## src/design/addr_branch_regs.svh

```systemverilog
// register map, field positions, reset values and bus answers of the
// addressing and branch control block; definitions only
`ifndef ADDR_BRANCH_REGS_SVH
`define ADDR_BRANCH_REGS_SVH

// byte offsets on the register bus
`define OFF_CTRL 8'h00
`define OFF_INSN 8'h04
`define OFF_PC 8'h08
`define OFF_GBR 8'h0C
`define OFF_STATUS_WORD 8'h10
`define OFF_SAVED_STATUS 8'h14
`define OFF_SAVED_PC 8'h18
`define OFF_MMU_CTRL 8'h1C
`define OFF_PAGE_ENTRY_HIGH 8'h20
`define OFF_LOAD_DATA 8'h24
`define OFF_EA 8'h28
`define OFF_TARGET 8'h2C
`define OFF_RESULT 8'h30
`define OFF_CORE_STATE 8'h34
`define OFF_GREG_BASE 8'h40

// control register bits
`define CTRL_GO 0
`define CTRL_CLR_ILLEGAL 1
`define CTRL_PAIR 2

// status word bits
`define SR_T 0
`define SR_S 1
`define SR_Q 8
`define SR_M 9
`define SR_FD 15
`define SR_BL 28
`define SR_RB 29
`define SR_MD 30

// mmu control bits
`define MMU_VIRTUAL_MODE 0
`define MMU_SINGLE_SPACE 8

// reset values
`define PC_RST 32'hA000_0000
`define SR_RST 32'h7000_0000

// pc-relative base offset and longword alignment mask
`define PC_AHEAD 32'h0000_0004
`define PC_STEP 32'h0000_0002
`define LONG_MASK 32'hFFFF_FFFC

// bus answers
`define RESP_OKAY 2'h0
`define RESP_SLVERR 2'h2

`endif

```

## src/design/addr_branch_pkg.sv

```systemverilog
// types shared by the addressing and branch control block
// assumes addr_branch_regs.svh supplies the numeric constants
package addr_branch_pkg;

  typedef enum logic [5:0] {
    ST_IDLE = 6'h01,
    ST_RD = 6'h02,
    ST_EX = 6'h04,
    ST_WB = 6'h08,
    ST_AXR1 = 6'h10,
    ST_AXR2 = 6'h20
  } state_t;

  typedef enum logic [1:0] {
    SZ_B = 2'h0,
    SZ_W = 2'h1,
    SZ_L = 2'h2,
    SZ_Q = 2'h3
  } size_t;

  typedef struct packed {
    state_t state;
    logic [15:0] insn;
    logic [31:0] pc;
    logic [31:0] global_base_reg;
    logic [31:0] sr;
    logic [31:0] ssr;
    logic [31:0] spc;
    logic [31:0] mmu;
    logic [31:0] page_entry_high_reg;
    logic [31:0] load;
    logic [31:0] ea;
    logic [31:0] tgt;
    logic [31:0] result;
    logic slot;
    logic pend_taken;
    logic [31:0] pend_tgt;
    logic rte_slot;
    logic old_md;
    logic illegal;
    logic pair;
    logic [3:0] ra;
    logic [3:0] rb;
    logic we;
    logic [3:0] wa;
    logic [31:0] wd;
    logic dst_pend;
    logic [3:0] dst_idx;
    logic [31:0] dst_val;
    logic aw_h;
    logic [7:0] awaddr;
    logic w_h;
    logic [31:0] wdata;
    logic [3:0] wstrb;
    logic ar_h;
    logic [7:0] araddr;
    logic awready;
    logic wready;
    logic arready;
    logic bvalid;
    logic [1:0] bresp;
    logic rvalid;
    logic [31:0] rdata;
    logic [1:0] rresp;
    logic mem_rd;
    logic mem_wr;
    size_t mem_size;
    logic fetch_priv;
    logic data_priv;
    logic xlate;
    logic sid_valid;
    logic [7:0] space_id;
  } core_t;

endpackage

```

## src/design/greg_file.sv

```systemverilog
// sixteen general registers, three registered read ports, one write port
// assumes the caller waits one cycle after presenting a read address
`timescale 1ns/1ns
module greg_file (
  // clock
  input wire logic aclk,
  // read addresses
  input wire logic [3:0] ra,
  input wire logic [3:0] rb,
  // write port
  input wire logic we,
  input wire logic [3:0] wa,
  input wire logic [31:0] wd,
  // registered read data
  output logic [31:0] rda,
  output logic [31:0] rdb,
  output logic [31:0] rd0
);

  logic [31:0] mem [0:15];

  // storage has no reset; software loads it before use
  always_ff @(posedge aclk)
  begin
    if (we)
    begin
      mem[wa] <= wd;
    end
    rda <= mem[ra];
    rdb <= mem[rb];
    rd0 <= mem[0];
  end

endmodule

```

## src/design/ext_unit.sv

```systemverilog
// extension and scaling of instruction fields and of loaded data
// purely combinational; the caller supplies the operand size
`timescale 1ns/1ns
module ext_unit
  import addr_branch_pkg::*;
(
  // instruction and operand size
  input wire logic [15:0] op,
  input wire size_t sz,
  input wire logic [31:0] raw,
  // scaled displacements
  output logic [31:0] d4,
  output logic [31:0] d8,
  output logic [31:0] br8,
  output logic [31:0] br12,
  // immediates and loaded data
  output logic [31:0] imms,
  output logic [31:0] immz,
  output logic [31:0] trapv,
  output logic [31:0] ldx
);

  assign d4 = {28'h0, op[3:0]} << sz;
  assign d8 = {24'h0, op[7:0]} << sz;
  assign br8 = {{23{op[7]}}, op[7:0], 1'b0};
  assign br12 = {{19{op[11]}}, op[11:0], 1'b0};
  assign imms = {{24{op[7]}}, op[7:0]};
  assign immz = {24'h0, op[7:0]};
  assign trapv = {22'h0, op[7:0], 2'h0};

  always_comb
  begin
    case (sz)
      SZ_B: ldx = {{24{raw[7]}}, raw[7:0]};
      SZ_W: ldx = {{16{raw[15]}}, raw[15:0]};
      default: ldx = raw;
    endcase
  end

endmodule

```

## src/design/addr_branch_ctl.sv

```systemverilog
// addressing and branch control: executes one 16-bit instruction per go
// command, forms effective addresses and branch targets, keeps pc, status
// and delay-slot state; registers reached over AXI4-Lite.
// assumes memory data for loads is placed in the load data register first.
//
// Decided for this implementation: register access over AXI4-Lite and the placing of the registers.
`timescale 1ns/1ns
`include "addr_branch_regs.svh"
module addr_branch_ctl
  import addr_branch_pkg::*;
(
  // clock and reset
  input wire logic aclk,
  input wire logic aresetn,
  // write address and data
  input wire logic awvalid,
  output logic awready,
  input wire logic [7:0] awaddr,
  input wire logic wvalid,
  output logic wready,
  input wire logic [31:0] wdata,
  input wire logic [3:0] wstrb,
  // write response
  output logic bvalid,
  input wire logic bready,
  output logic [1:0] bresp,
  // read address and data
  input wire logic arvalid,
  output logic arready,
  input wire logic [7:0] araddr,
  output logic rvalid,
  input wire logic rready,
  output logic [31:0] rdata,
  output logic [1:0] rresp,
  // memory side
  output logic [31:0] mem_addr,
  output logic mem_rd,
  output logic mem_wr,
  output logic [1:0] mem_size,
  output logic [31:0] fetch_addr,
  output logic fetch_priv,
  output logic data_priv,
  output logic xlate_en,
  output logic sid_valid,
  output logic [7:0] space_id
);

  core_t s;
  core_t n;
  size_t sz;
  logic [31:0] rda;
  logic [31:0] rdb;
  logic [31:0] rd0;
  logic [31:0] d4;
  logic [31:0] d8;
  logic [31:0] br8;
  logic [31:0] br12;
  logic [31:0] imms;
  logic [31:0] immz;
  logic [31:0] trapv;
  logic [31:0] ldx;
  logic [31:0] step;
  logic [31:0] pc4;
  logic do_wr;

  // operand size from the opcode and the pair bit, kept apart from the main decode
  function automatic size_t size_of(input logic [15:0] op, input logic pair);
    casez (op)
      16'b1001_????_????_????: size_of = SZ_W;
      16'b1100_0111_????_????: size_of = SZ_L;
      16'b0110_????_????_0???: size_of = size_t'(op[1:0]);
      16'b0010_????_????_0???: size_of = size_t'(op[1:0]);
      16'b0000_????_????_11??: size_of = size_t'(op[1:0]);
      16'b1000_010?_????_????: size_of = size_t'(op[9:8]);
      16'b1100_0???_????_????: size_of = size_t'(op[9:8]);
      16'b1100_11??_????_????: size_of = SZ_B;
      16'b1111_????_????_10?1: size_of = pair ? SZ_Q : SZ_L;
      default: size_of = SZ_L;
    endcase
  endfunction

  // byte lanes for internal registers
  function automatic logic [31:0] merge(input logic [31:0] o, input logic [31:0] d,
                                        input logic [3:0] st);
    merge = o;
    for (int i = 0; i < 4; i++)
    begin
      if (st[i])
      begin
        merge[i*8 +: 8] = d[i*8 +: 8];
      end
    end
  endfunction

  assign sz = size_of(s.insn, s.pair);
  // step and pc base wrap at 32 bits
  assign step = 32'h1 << sz;
  assign pc4 = s.pc + `PC_AHEAD;
  assign do_wr = s.aw_h && s.w_h && !s.bvalid && (s.state == ST_IDLE);

  greg_file u_greg (
    .aclk(aclk),
    .ra(s.ra),
    .rb(s.rb),
    .we(s.we),
    .wa(s.wa),
    .wd(s.wd),
    .rda(rda),
    .rdb(rdb),
    .rd0(rd0)
  );

  ext_unit u_ext (
    .op(s.insn),
    .sz(sz),
    .raw(s.load),
    .d4(d4),
    .d8(d8),
    .br8(br8),
    .br12(br12),
    .imms(imms),
    .immz(immz),
    .trapv(trapv),
    .ldx(ldx)
  );

  // next state of the whole block
  always_comb
  begin
    logic [31:0] ea;
    logic [31:0] tg;
    logic acc;
    logic st;
    logic upd;
    logic [3:0] ui;
    logic [31:0] uv;
    logic dw;
    logic [3:0] di;
    logic [31:0] dv;
    logic dly;
    logic nd;
    logic tk;
    logic bad;
    logic exception_return_op;
    logic [31:0] sr;
    logic [31:0] rv;
    ea = 32'h0;
    tg = 32'h0;
    acc = 1'b0;
    st = 1'b0;
    upd = 1'b0;
    ui = s.insn[11:8];
    uv = 32'h0;
    dw = 1'b0;
    di = s.insn[11:8];
    dv = 32'h0;
    dly = 1'b0;
    nd = 1'b0;
    tk = 1'b0;
    bad = 1'b0;
    exception_return_op = 1'b0;
    sr = s.sr;
    rv = 32'h0;
    n = s;
    n.we = 1'b0;
    n.mem_rd = 1'b0;
    n.mem_wr = 1'b0;

    // decode and address generation, used only in the execute state
    casez (s.insn)
      16'b1110_????_????_????: begin dw = 1'b1; dv = imms; end
      16'b0111_????_????_????: begin dw = 1'b1; dv = rda + imms; end
      16'b1000_1000_????_????: sr[`SR_T] = (rd0 == imms);
      16'b0011_????_????_0000: sr[`SR_T] = (rda == rdb);
      16'b1100_10??_????_????:
      begin
        di = 4'h0;
        dw = (s.insn[9:8] != 2'h0);
        case (s.insn[9:8])
          2'h0: sr[`SR_T] = ((rd0 & immz) == 32'h0);
          2'h1: dv = rd0 & immz;
          2'h2: dv = rd0 ^ immz;
          default: dv = rd0 | immz;
        endcase
      end
      16'b1001_????_????_????: begin ea = pc4 + d8; acc = 1'b1; dw = 1'b1; bad = 1'b1; end
      16'b1101_????_????_????:
      begin
        ea = (s.pc & `LONG_MASK) + `PC_AHEAD + d8;
        acc = 1'b1;
        dw = 1'b1;
        bad = 1'b1;
      end
      16'b1100_0111_????_????:
      begin
        di = 4'h0;
        dw = 1'b1;
        dv = (s.pc & `LONG_MASK) + `PC_AHEAD + d8;
        bad = 1'b1;
      end
      16'b1100_0011_????_????: begin rv = trapv; bad = 1'b1; end
      16'b0110_????_????_0011: begin dw = 1'b1; dv = rdb; end
      16'b0110_????_????_01??:
      begin
        ea = rdb;
        acc = 1'b1;
        dw = 1'b1;
        upd = 1'b1;
        ui = s.insn[7:4];
        uv = rdb + step;
      end
      16'b0110_????_????_00??: begin ea = rdb; acc = 1'b1; dw = 1'b1; end
      16'b1111_????_????_1001:
      begin
        ea = rdb;
        acc = 1'b1;
        upd = 1'b1;
        ui = s.insn[7:4];
        uv = rdb + step;
      end
      16'b0010_????_????_01??: begin ea = rda - step; st = 1'b1; upd = 1'b1; uv = ea; end
      16'b1111_????_????_1011: begin ea = rda - step; st = 1'b1; upd = 1'b1; uv = ea; end
      16'b0010_????_????_00??: begin ea = rda; st = 1'b1; end
      16'b1000_010?_????_????: begin ea = rdb + d4; acc = 1'b1; dw = 1'b1; di = 4'h0; end
      16'b0101_????_????_????: begin ea = rdb + d4; acc = 1'b1; dw = 1'b1; end
      16'b0001_????_????_????: begin ea = rda + d4; st = 1'b1; end
      16'b0000_????_????_11??: begin ea = rd0 + rdb; acc = 1'b1; dw = 1'b1; end
      16'b0000_????_????_01??: begin ea = rd0 + rda; st = 1'b1; end
      16'b1100_01??_????_????: begin ea = s.global_base_reg + d8; acc = 1'b1; dw = 1'b1; di = 4'h0; end
      16'b1100_00??_????_????: begin ea = s.global_base_reg + d8; st = 1'b1; end
      16'b1100_11??_????_????: begin ea = s.global_base_reg + rd0; acc = 1'b1; end
      16'b101?_????_????_????: begin tg = pc4 + br12; dly = 1'b1; tk = 1'b1; bad = 1'b1; end
      // conditional; only the /s forms are delayed
      16'b1000_1??1_????_????:
      begin
        tg = pc4 + br8;
        tk = s.sr[`SR_T] ^ s.insn[9];
        dly = s.insn[10];
        nd = !s.insn[10];
        bad = 1'b1;
      end
      16'b0000_????_0010_0011: begin tg = pc4 + rda; dly = 1'b1; tk = 1'b1; bad = 1'b1; end
      16'b0000_0000_0010_1011:
      begin
        tg = s.spc;
        sr = s.ssr;
        dly = 1'b1;
        tk = 1'b1;
        exception_return_op = 1'b1;
        bad = 1'b1;
      end
      // status store sees the value already updated
      16'b0000_????_0000_0010: begin dw = 1'b1; dv = s.sr; end
      default: ;
    endcase
    // loads take the extended memory word
    if (acc && dw)
    begin
      dv = ldx;
    end

    // register bus write side
    if (s.awready && awvalid)
    begin
      n.aw_h = 1'b1;
      n.awaddr = awaddr;
    end
    if (s.wready && wvalid)
    begin
      n.w_h = 1'b1;
      n.wdata = wdata;
      n.wstrb = wstrb;
    end
    if (do_wr)
    begin
      n.bvalid = 1'b1;
      n.bresp = `RESP_OKAY;
      case (s.awaddr)
        `OFF_CTRL:
        begin
          n.pair = s.wstrb[0] ? s.wdata[`CTRL_PAIR] : s.pair;
          if (s.wstrb[0] && s.wdata[`CTRL_CLR_ILLEGAL])
          begin
            n.illegal = 1'b0;
          end
          if (s.wstrb[0] && s.wdata[`CTRL_GO])
          begin
            n.state = ST_RD;
            n.ra = s.insn[11:8];
            n.rb = s.insn[7:4];
          end
        end
        `OFF_INSN: n.insn = 16'(merge({16'h0, s.insn}, s.wdata, s.wstrb));
        `OFF_PC: n.pc = merge(s.pc, s.wdata, s.wstrb);
        `OFF_GBR: n.global_base_reg = merge(s.global_base_reg, s.wdata, s.wstrb);
        `OFF_STATUS_WORD: n.sr = merge(s.sr, s.wdata, s.wstrb);
        `OFF_SAVED_STATUS: n.ssr = merge(s.ssr, s.wdata, s.wstrb);
        `OFF_SAVED_PC: n.spc = merge(s.spc, s.wdata, s.wstrb);
        `OFF_MMU_CTRL: n.mmu = merge(s.mmu, s.wdata, s.wstrb);
        `OFF_PAGE_ENTRY_HIGH: n.page_entry_high_reg = merge(s.page_entry_high_reg, s.wdata, s.wstrb);
        `OFF_LOAD_DATA: n.load = merge(s.load, s.wdata, s.wstrb);
        default:
        begin
          // general registers take the whole word; the rest is unmapped
          if (s.awaddr[7:6] == 2'h1 && s.awaddr[1:0] == 2'h0)
          begin
            n.we = 1'b1;
            n.wa = s.awaddr[5:2];
            n.wd = s.wdata;
          end
          else
          begin
            n.bresp = `RESP_SLVERR;
          end
        end
      endcase
    end
    if (s.bvalid && bready)
    begin
      n.bvalid = 1'b0;
      n.aw_h = 1'b0;
      n.w_h = 1'b0;
    end

    // register bus read side; a write in the same cycle goes first
    if (s.arready && arvalid)
    begin
      n.ar_h = 1'b1;
      n.araddr = araddr;
    end
    case (s.araddr)
      `OFF_CTRL: rv = {29'h0, s.pair, 2'h0};
      `OFF_INSN: rv = {16'h0, s.insn};
      `OFF_PC: rv = s.pc;
      `OFF_GBR: rv = s.global_base_reg;
      `OFF_STATUS_WORD: rv = s.sr;
      `OFF_SAVED_STATUS: rv = s.ssr;
      `OFF_SAVED_PC: rv = s.spc;
      `OFF_MMU_CTRL: rv = s.mmu;
      `OFF_PAGE_ENTRY_HIGH: rv = s.page_entry_high_reg;
      `OFF_LOAD_DATA: rv = s.load;
      `OFF_EA: rv = s.ea;
      `OFF_TARGET: rv = s.tgt;
      `OFF_RESULT: rv = s.result;
      `OFF_CORE_STATE: rv = {26'h0, s.illegal, s.pend_taken, s.rte_slot, s.slot,
                             s.state != ST_IDLE, 1'b0};
      default: rv = 32'h0;
    endcase
    if (s.ar_h && !s.rvalid && s.state == ST_IDLE && !do_wr)
    begin
      if (s.araddr[7:6] == 2'h1 && s.araddr[1:0] == 2'h0)
      begin
        n.state = ST_AXR1;
        n.ra = s.araddr[5:2];
      end
      else
      begin
        n.rvalid = 1'b1;
        n.rdata = rv;
        n.rresp = (s.araddr > `OFF_CORE_STATE || s.araddr[1:0] != 2'h0) ?
                  `RESP_SLVERR : `RESP_OKAY;
      end
    end
    if (s.rvalid && rready)
    begin
      n.rvalid = 1'b0;
      n.ar_h = 1'b0;
    end

    // sequencing
    case (s.state)
      ST_IDLE: ;
      ST_RD: n.state = ST_EX;
      ST_AXR1: n.state = ST_AXR2;
      ST_AXR2:
      begin
        n.state = ST_IDLE;
        n.rvalid = 1'b1;
        n.rdata = rda;
        n.rresp = `RESP_OKAY;
      end
      ST_EX:
      begin
        n.state = ST_IDLE;
        // disallowed instruction in a slot does nothing else
        if (s.slot && bad)
        begin
          n.illegal = 1'b1;
          n.slot = 1'b0;
          n.rte_slot = 1'b0;
        end
        else
        begin
          // status bits change at once, slot sees them
          n.sr = sr;
          n.ea = ea;
          n.tgt = tg;
          n.result = (acc || dw) ? dv : rv;
          // data access goes out with translation state
          n.mem_rd = acc;
          n.mem_wr = st;
          n.mem_size = sz;
          n.we = upd;
          n.wa = ui;
          n.wd = uv;
          n.dst_pend = dw;
          n.dst_idx = di;
          n.dst_val = dv;
          if (upd && dw)
          begin
            n.state = ST_WB;
          end
          else if (dw)
          begin
            n.we = 1'b1;
            n.wa = di;
            n.wd = dv;
          end
          // pc moves only after the instruction used it
          if (s.slot)
          begin
            n.pc = s.pend_taken ? s.pend_tgt : s.pc + `PC_STEP;
            n.slot = 1'b0;
            n.rte_slot = 1'b0;
          end
          else if (dly)
          begin
            // slot follows even when not taken
            n.pc = s.pc + `PC_STEP;
            n.slot = 1'b1;
            n.pend_taken = tk;
            n.pend_tgt = tg;
            n.rte_slot = exception_return_op;
            n.old_md = s.sr[`SR_MD];
          end
          else
          begin
            n.pc = (nd && tk) ? tg : s.pc + `PC_STEP;
          end
        end
      end
      ST_WB:
      begin
        // loaded value wins when both writes name one register
        n.state = ST_IDLE;
        n.we = 1'b1;
        n.wa = s.dst_idx;
        n.wd = s.dst_val;
      end
      default: n.state = ST_IDLE;
    endcase

    // a set in the same cycle beats the software clear
    if (s.state == ST_EX && s.slot && bad)
    begin
      n.illegal = 1'b1;
    end

    // each ready only while its own channel holds nothing
    n.awready = !n.aw_h;
    n.wready = !n.w_h;
    n.arready = !n.ar_h;
    // fetch mode lags in the return slot, data mode does not
    n.fetch_priv = n.rte_slot ? n.old_md : n.sr[`SR_MD];
    n.data_priv = n.sr[`SR_MD];
    n.xlate = n.mmu[`MMU_VIRTUAL_MODE];
    n.sid_valid = n.mmu[`MMU_VIRTUAL_MODE] && !n.mmu[`MMU_SINGLE_SPACE];
    n.space_id = n.page_entry_high_reg[7:0];
  end

  // one register for all state
  always_ff @(posedge aclk)
  begin
    if (!aresetn)
    begin
      s <= '0;
      s.state <= ST_IDLE;
      s.pc <= `PC_RST;
      s.sr <= `SR_RST;
      s.mem_size <= SZ_B;
      s.fetch_priv <= 1'b1;
      s.data_priv <= 1'b1;
    end
    else
    begin
      s <= n;
    end
  end

  // outputs straight from the state register
  assign awready = s.awready;
  assign wready = s.wready;
  assign bvalid = s.bvalid;
  assign bresp = s.bresp;
  assign arready = s.arready;
  assign rvalid = s.rvalid;
  assign rdata = s.rdata;
  assign rresp = s.rresp;
  assign mem_addr = s.ea;
  assign mem_rd = s.mem_rd;
  assign mem_wr = s.mem_wr;
  assign mem_size = s.mem_size;
  assign fetch_addr = s.pc;
  assign fetch_priv = s.fetch_priv;
  assign data_priv = s.data_priv;
  assign xlate_en = s.xlate;
  assign sid_valid = s.sid_valid;
  assign space_id = s.space_id;

endmodule

```

## config.mk

```make
export PLATFORM = sky130hd
export DESIGN_NAME = addr_branch_ctl
export DESIGN_NICKNAME = d
export VERILOG_FILES = /design/src/design/addr_branch_pkg.sv /design/src/design/greg_file.sv /design/src/design/ext_unit.sv /design/src/design/addr_branch_ctl.sv
export VERILOG_INCLUDE_DIRS = /design/src /design/src/design
export SDC_FILE = /design/constraint.sdc
export NUM_CORES = 2
export LEC_CHECK = 0
export BUFFER_PORTS_ARGS = -buffer_cell sky130_fd_sc_hd__buf_2
export CORE_ASPECT_RATIO = 0.9
export CORE_MARGIN = 5
export CORE_UTILIZATION = 30
export DETAILED_ROUTE_END_ITERATION = 16
export PLACE_DENSITY = 0.52
export SKIP_LAST_GASP = 1
export SYNTH_ARGS = -nofsm -noshare
export SYNTH_HDL_FRONTEND = slang
export SYNTH_SLANG_ARGS = --single-unit
```

## constraint.sdc

```tcl
create_clock -name aclk -period 5.9 [get_ports aclk]
set_clock_uncertainty 0.1 [all_clocks]
set_input_delay 0.885 -clock aclk [delete_from_list [all_inputs] [get_ports aclk]]
set_output_delay 0.885 -clock aclk [all_outputs]
set_load 0.01 [all_outputs]
```

==> results.json <==
{
  "routed_via_density": 6.309,
  "grt_max_degree": 103,
  "final_hold_viol_count": 0,
  "final_util_pct": 34.38,
  "root_buffer": "clkbuf_16",
  "cts.sinks": 1201,
  "leakage_nw": 28.38,
  "r2r_start": "s[597]$_SDFFE_PN0P_",
  "nets": 7725,
  "yosysTopAreaCell": "edfxtp_1",
  "io_pins": 180,
  "synth_area_per_cell_um2": 9.788,
  "dp_hpwl_um": 304200,
  "synthTopCellsByArea": "edfxtp_1, dfxtp_1, mux4_2",
  "min_path_type": "input port to flip-flop",
  "start_util_pct": 30.09,
  "clockBufferDepth": 3,
  "path_class": "flip-flop to flip-flop",
  "clkTransAtPathRegs_ns": 0.06,
  "routed_wl_um": 403800,
  "grt_pass1_wl_um": 541900,
  "worstMarginPinSlew_ns": 1.436,
  "critPathLaunchType": "flip-flop",
  "synth_top_area_share_pct": 21.23,
  "port_buffers": 177,
  "coreArea_um2": 240700,
  "drt-pass1-iter-count": 8,
  "cts_setup_buffers": 0,
  "yosysSeqAreaShare_pct": 40.27,
  "async_flop_share_pct": 0,
  "max_freq_mhz": 172.9,
  "cp_cell_sequence": "buf_4, nor2_1, buf_4, o2111ai_1, o2111ai_2, buf_4, mux2i_1, buf_4, nand2_1, o21ai_0, ha_1, inv_1, nor3_1, a21oi_1, buf_4, o21ai_0, buf_4, a211oi_1, buf_4, mux2i_1, o2111ai_1, o21ai_1, buf_4, a21oi_1",
  "relSlewSlack_pct": 3.287,
  "synthCells": 7400,
  "area_growth_pct": 14.25,
  "overflow": 0,
  "first_global_vias": 63357,
  "syn-cell-area_um2": 72430,
  "status": "finished, final reports clean",
  "die_x_um": 527.9,
  "yosysWarnings": 0,
  "grtUsageTotal_pct": 30.70,
  "endpoint_kind": "flip-flop",
  "cts_resized": 0,
  "grt_setup_unrepaired": "no",
  "cpMostUsedCell": "buf_4",
  "worstPathMaxFanout": 14,
  "clock_latency_ns": 0.84,
  "dieArea_um2": 251400,
  "p_per_area_nw_per_um2": 226.3,
  "ant_nets": 0,
  "floorplan.rows": 171,
  "setup_viol": 0,
  "min_from": "wdata[8]",
  "wl_per_cell_um": 37.44,
  "setup-tns-final_ns": 0,
  "cts_made_buffers": 144,
  "dr_total_vias": 68032,
  "gp_congestion": 1.024,
  "drc": 0,
  "slowest_stage": "mux2i_1",
  "synth_edf_count": 512,
  "ys_ff_latch": 1201,
  "finalCriticalPeriod_ns": 5.784,
  "grt_antenna_before_repair": 59,
  "yosys_most_used_dff": "dfxtp_1",
  "hold_ws_ns": 0.2035,
  "ir_drop_mv": 0.2615,
  "fin_crit_sh_pct": 98.04,
  "required_ns": 6.50,
  "ctsHtreeMaxLevel": 4,
  "crit_path_start": "s[597]$_SDFFE_PN0P_",
  "crit_arrival_ns": 6.38,
  "drive_above_1_share_pct": 18.23,
  "maxSlewViolCount": 0,
  "cts_tree": "built",
  "ctsHoldBuffers": 0,
  "cap_violations": 0,
  "die_h_um": 476.1,
  "synth_cell_types": 118,
  "initialDrtViolationCount": 10116,
  "cp_slowest_stage_delay_ns": 0.54
}
[state kept, by name, summed over array words and instances, names as in the netlist]
name,count
wready,1
sid_valid,1
bvalid,1
mem_rd,1
mem_wr,1
rvalid,1
rresp,1
u_greg.rdb,32
arready,1
fetch_addr,32
u_greg.rd0,32
s,484
awready,1
fetch_priv,1
bresp,1
rdata,32
mem_size,2
u_greg.rda,32
mem_addr,32
u_greg.mem,512
[cells by family after synthesis]
kind of cell | count (synthesis) | synth area share, %
compound gates | 2209 | 19.76
simple gates | 2058 | 13.55
flops | 1201 | 40.27
buf+inv | 811 | 4.970
mux | 572 | 13.53
xor+xnor | 322 | 3.904
fa+ha+maj | 226 | 4.008
other cells | 1 | 0.005177
[placed cells by master (no fill, tap or decap), types with 176 or more instances in the layout]
| master | n |
|---|---|
| a21oi_1 | 606 |
| buf_2 | 176 |
| buf_4 | 412 |
| dfxtp_1 | 676 |
| edfxtp_1 | 512 |
| ha_1 | 216 |
| mux2i_1 | 197 |
| mux4_2 | 320 |
| nand2_1 | 676 |
| nor2_1 | 539 |
| o21ai_0 | 505 |
[layout make-up]
type / count / area [um2]
clock inverter: 59 / 820.8
tap: 3200 / 4004
fill: 24386 / 157900
inverter: 106 / 405.4
multi-input combinational: 5389 / 39990
timing repair buffer: 598 / 4174
antenna: 30 / 75.07
clock buffer: 201 / 4081
sequential: 1201 / 29200
[worst max-delay path, delay by kind of cell (launching register included)]
kind / cells / cell delay (ns)
AOI/OAI and AO/OA: 9 / 1.75
and+or+nand+nor: 3 / 0.33
muxes: 2 / 0.85
buffers and inverters: 9 / 1.96
DFF: 1 / 0.35
adders and majority gates: 1 / 0.32
[worst paths after layout]
kind	end	slack, ns	cells past startpoint
max	mem_addr[30]$_SDFFE_PN0P_	0.12	24
min	s[78]$_SDFFE_PN0P_	0.20	3
max reg2reg	mem_addr[30]$_SDFFE_PN0P_	0.12	24
min reg2reg	u_greg.rd0[22]$_DFF_P_	0.29	0
[cell usage after synthesis, drive strengths merged, types with 16 or more instances]
master,count
a2111oi,19
a211oi,139
a21o,104
a21oi,608
a221o,19
a221oi,121
a222oi,32
a22o,50
a22oi,143
a31oi,70
and2,57
and3,66
buf,260
clkbuf,445
dfxtp,689
edfxtp,512
ha,216
inv,104
mux2,55
mux2i,197
mux4,320
nand2,678
nand2b,38
nand3,171
nand3b,19
nand4,84
nor2,585
nor2b,36
nor3,125
nor4,63
o2111ai,16
o211ai,52
o21a,51
o21ai,518
o21bai,32
o221ai,16
o22ai,66
o31ai,16
or2,23
or3,33
xnor2,175
xor2,147
[power breakdown]
group / internal, mW / switching (mW) / leakage (nW)
clock network: 5.42 / 4.03 / 2.38
registers: 8.62 / 0.0706 / 9.90
logic: 0.146 / 0.441 / 16.1
total: 14.2 / 4.54 / 28.4
[per-stage QoR]
step	cells	cell area, um2	setup WS, ns	total power [mW]
after CTS	10754	82650	0.07756	18.81
after detailed placement	10494	77750	0.1534	9.430
final	10784	82750	0.1157	18.73
after global placement	10494	77750	0.07588	9.430
after global routing	10756	82680	0.04203	19.16
after floorplan	7401	72430	0.5178	9.108
[routing by layer]
metal | up-vias | share of wire, % | track usage, %
met5 | - | 0.042 | 0
met4 | 26 | 5.9 | 14.77
met3 | 885 | 11 | 9.036
met2 | 4424 | 41 | 44.27
met1 | 34588 | 42 | 41.94
li1 | 28109 | - | -
No activity file was read; power rests on OpenSTA's default activity.
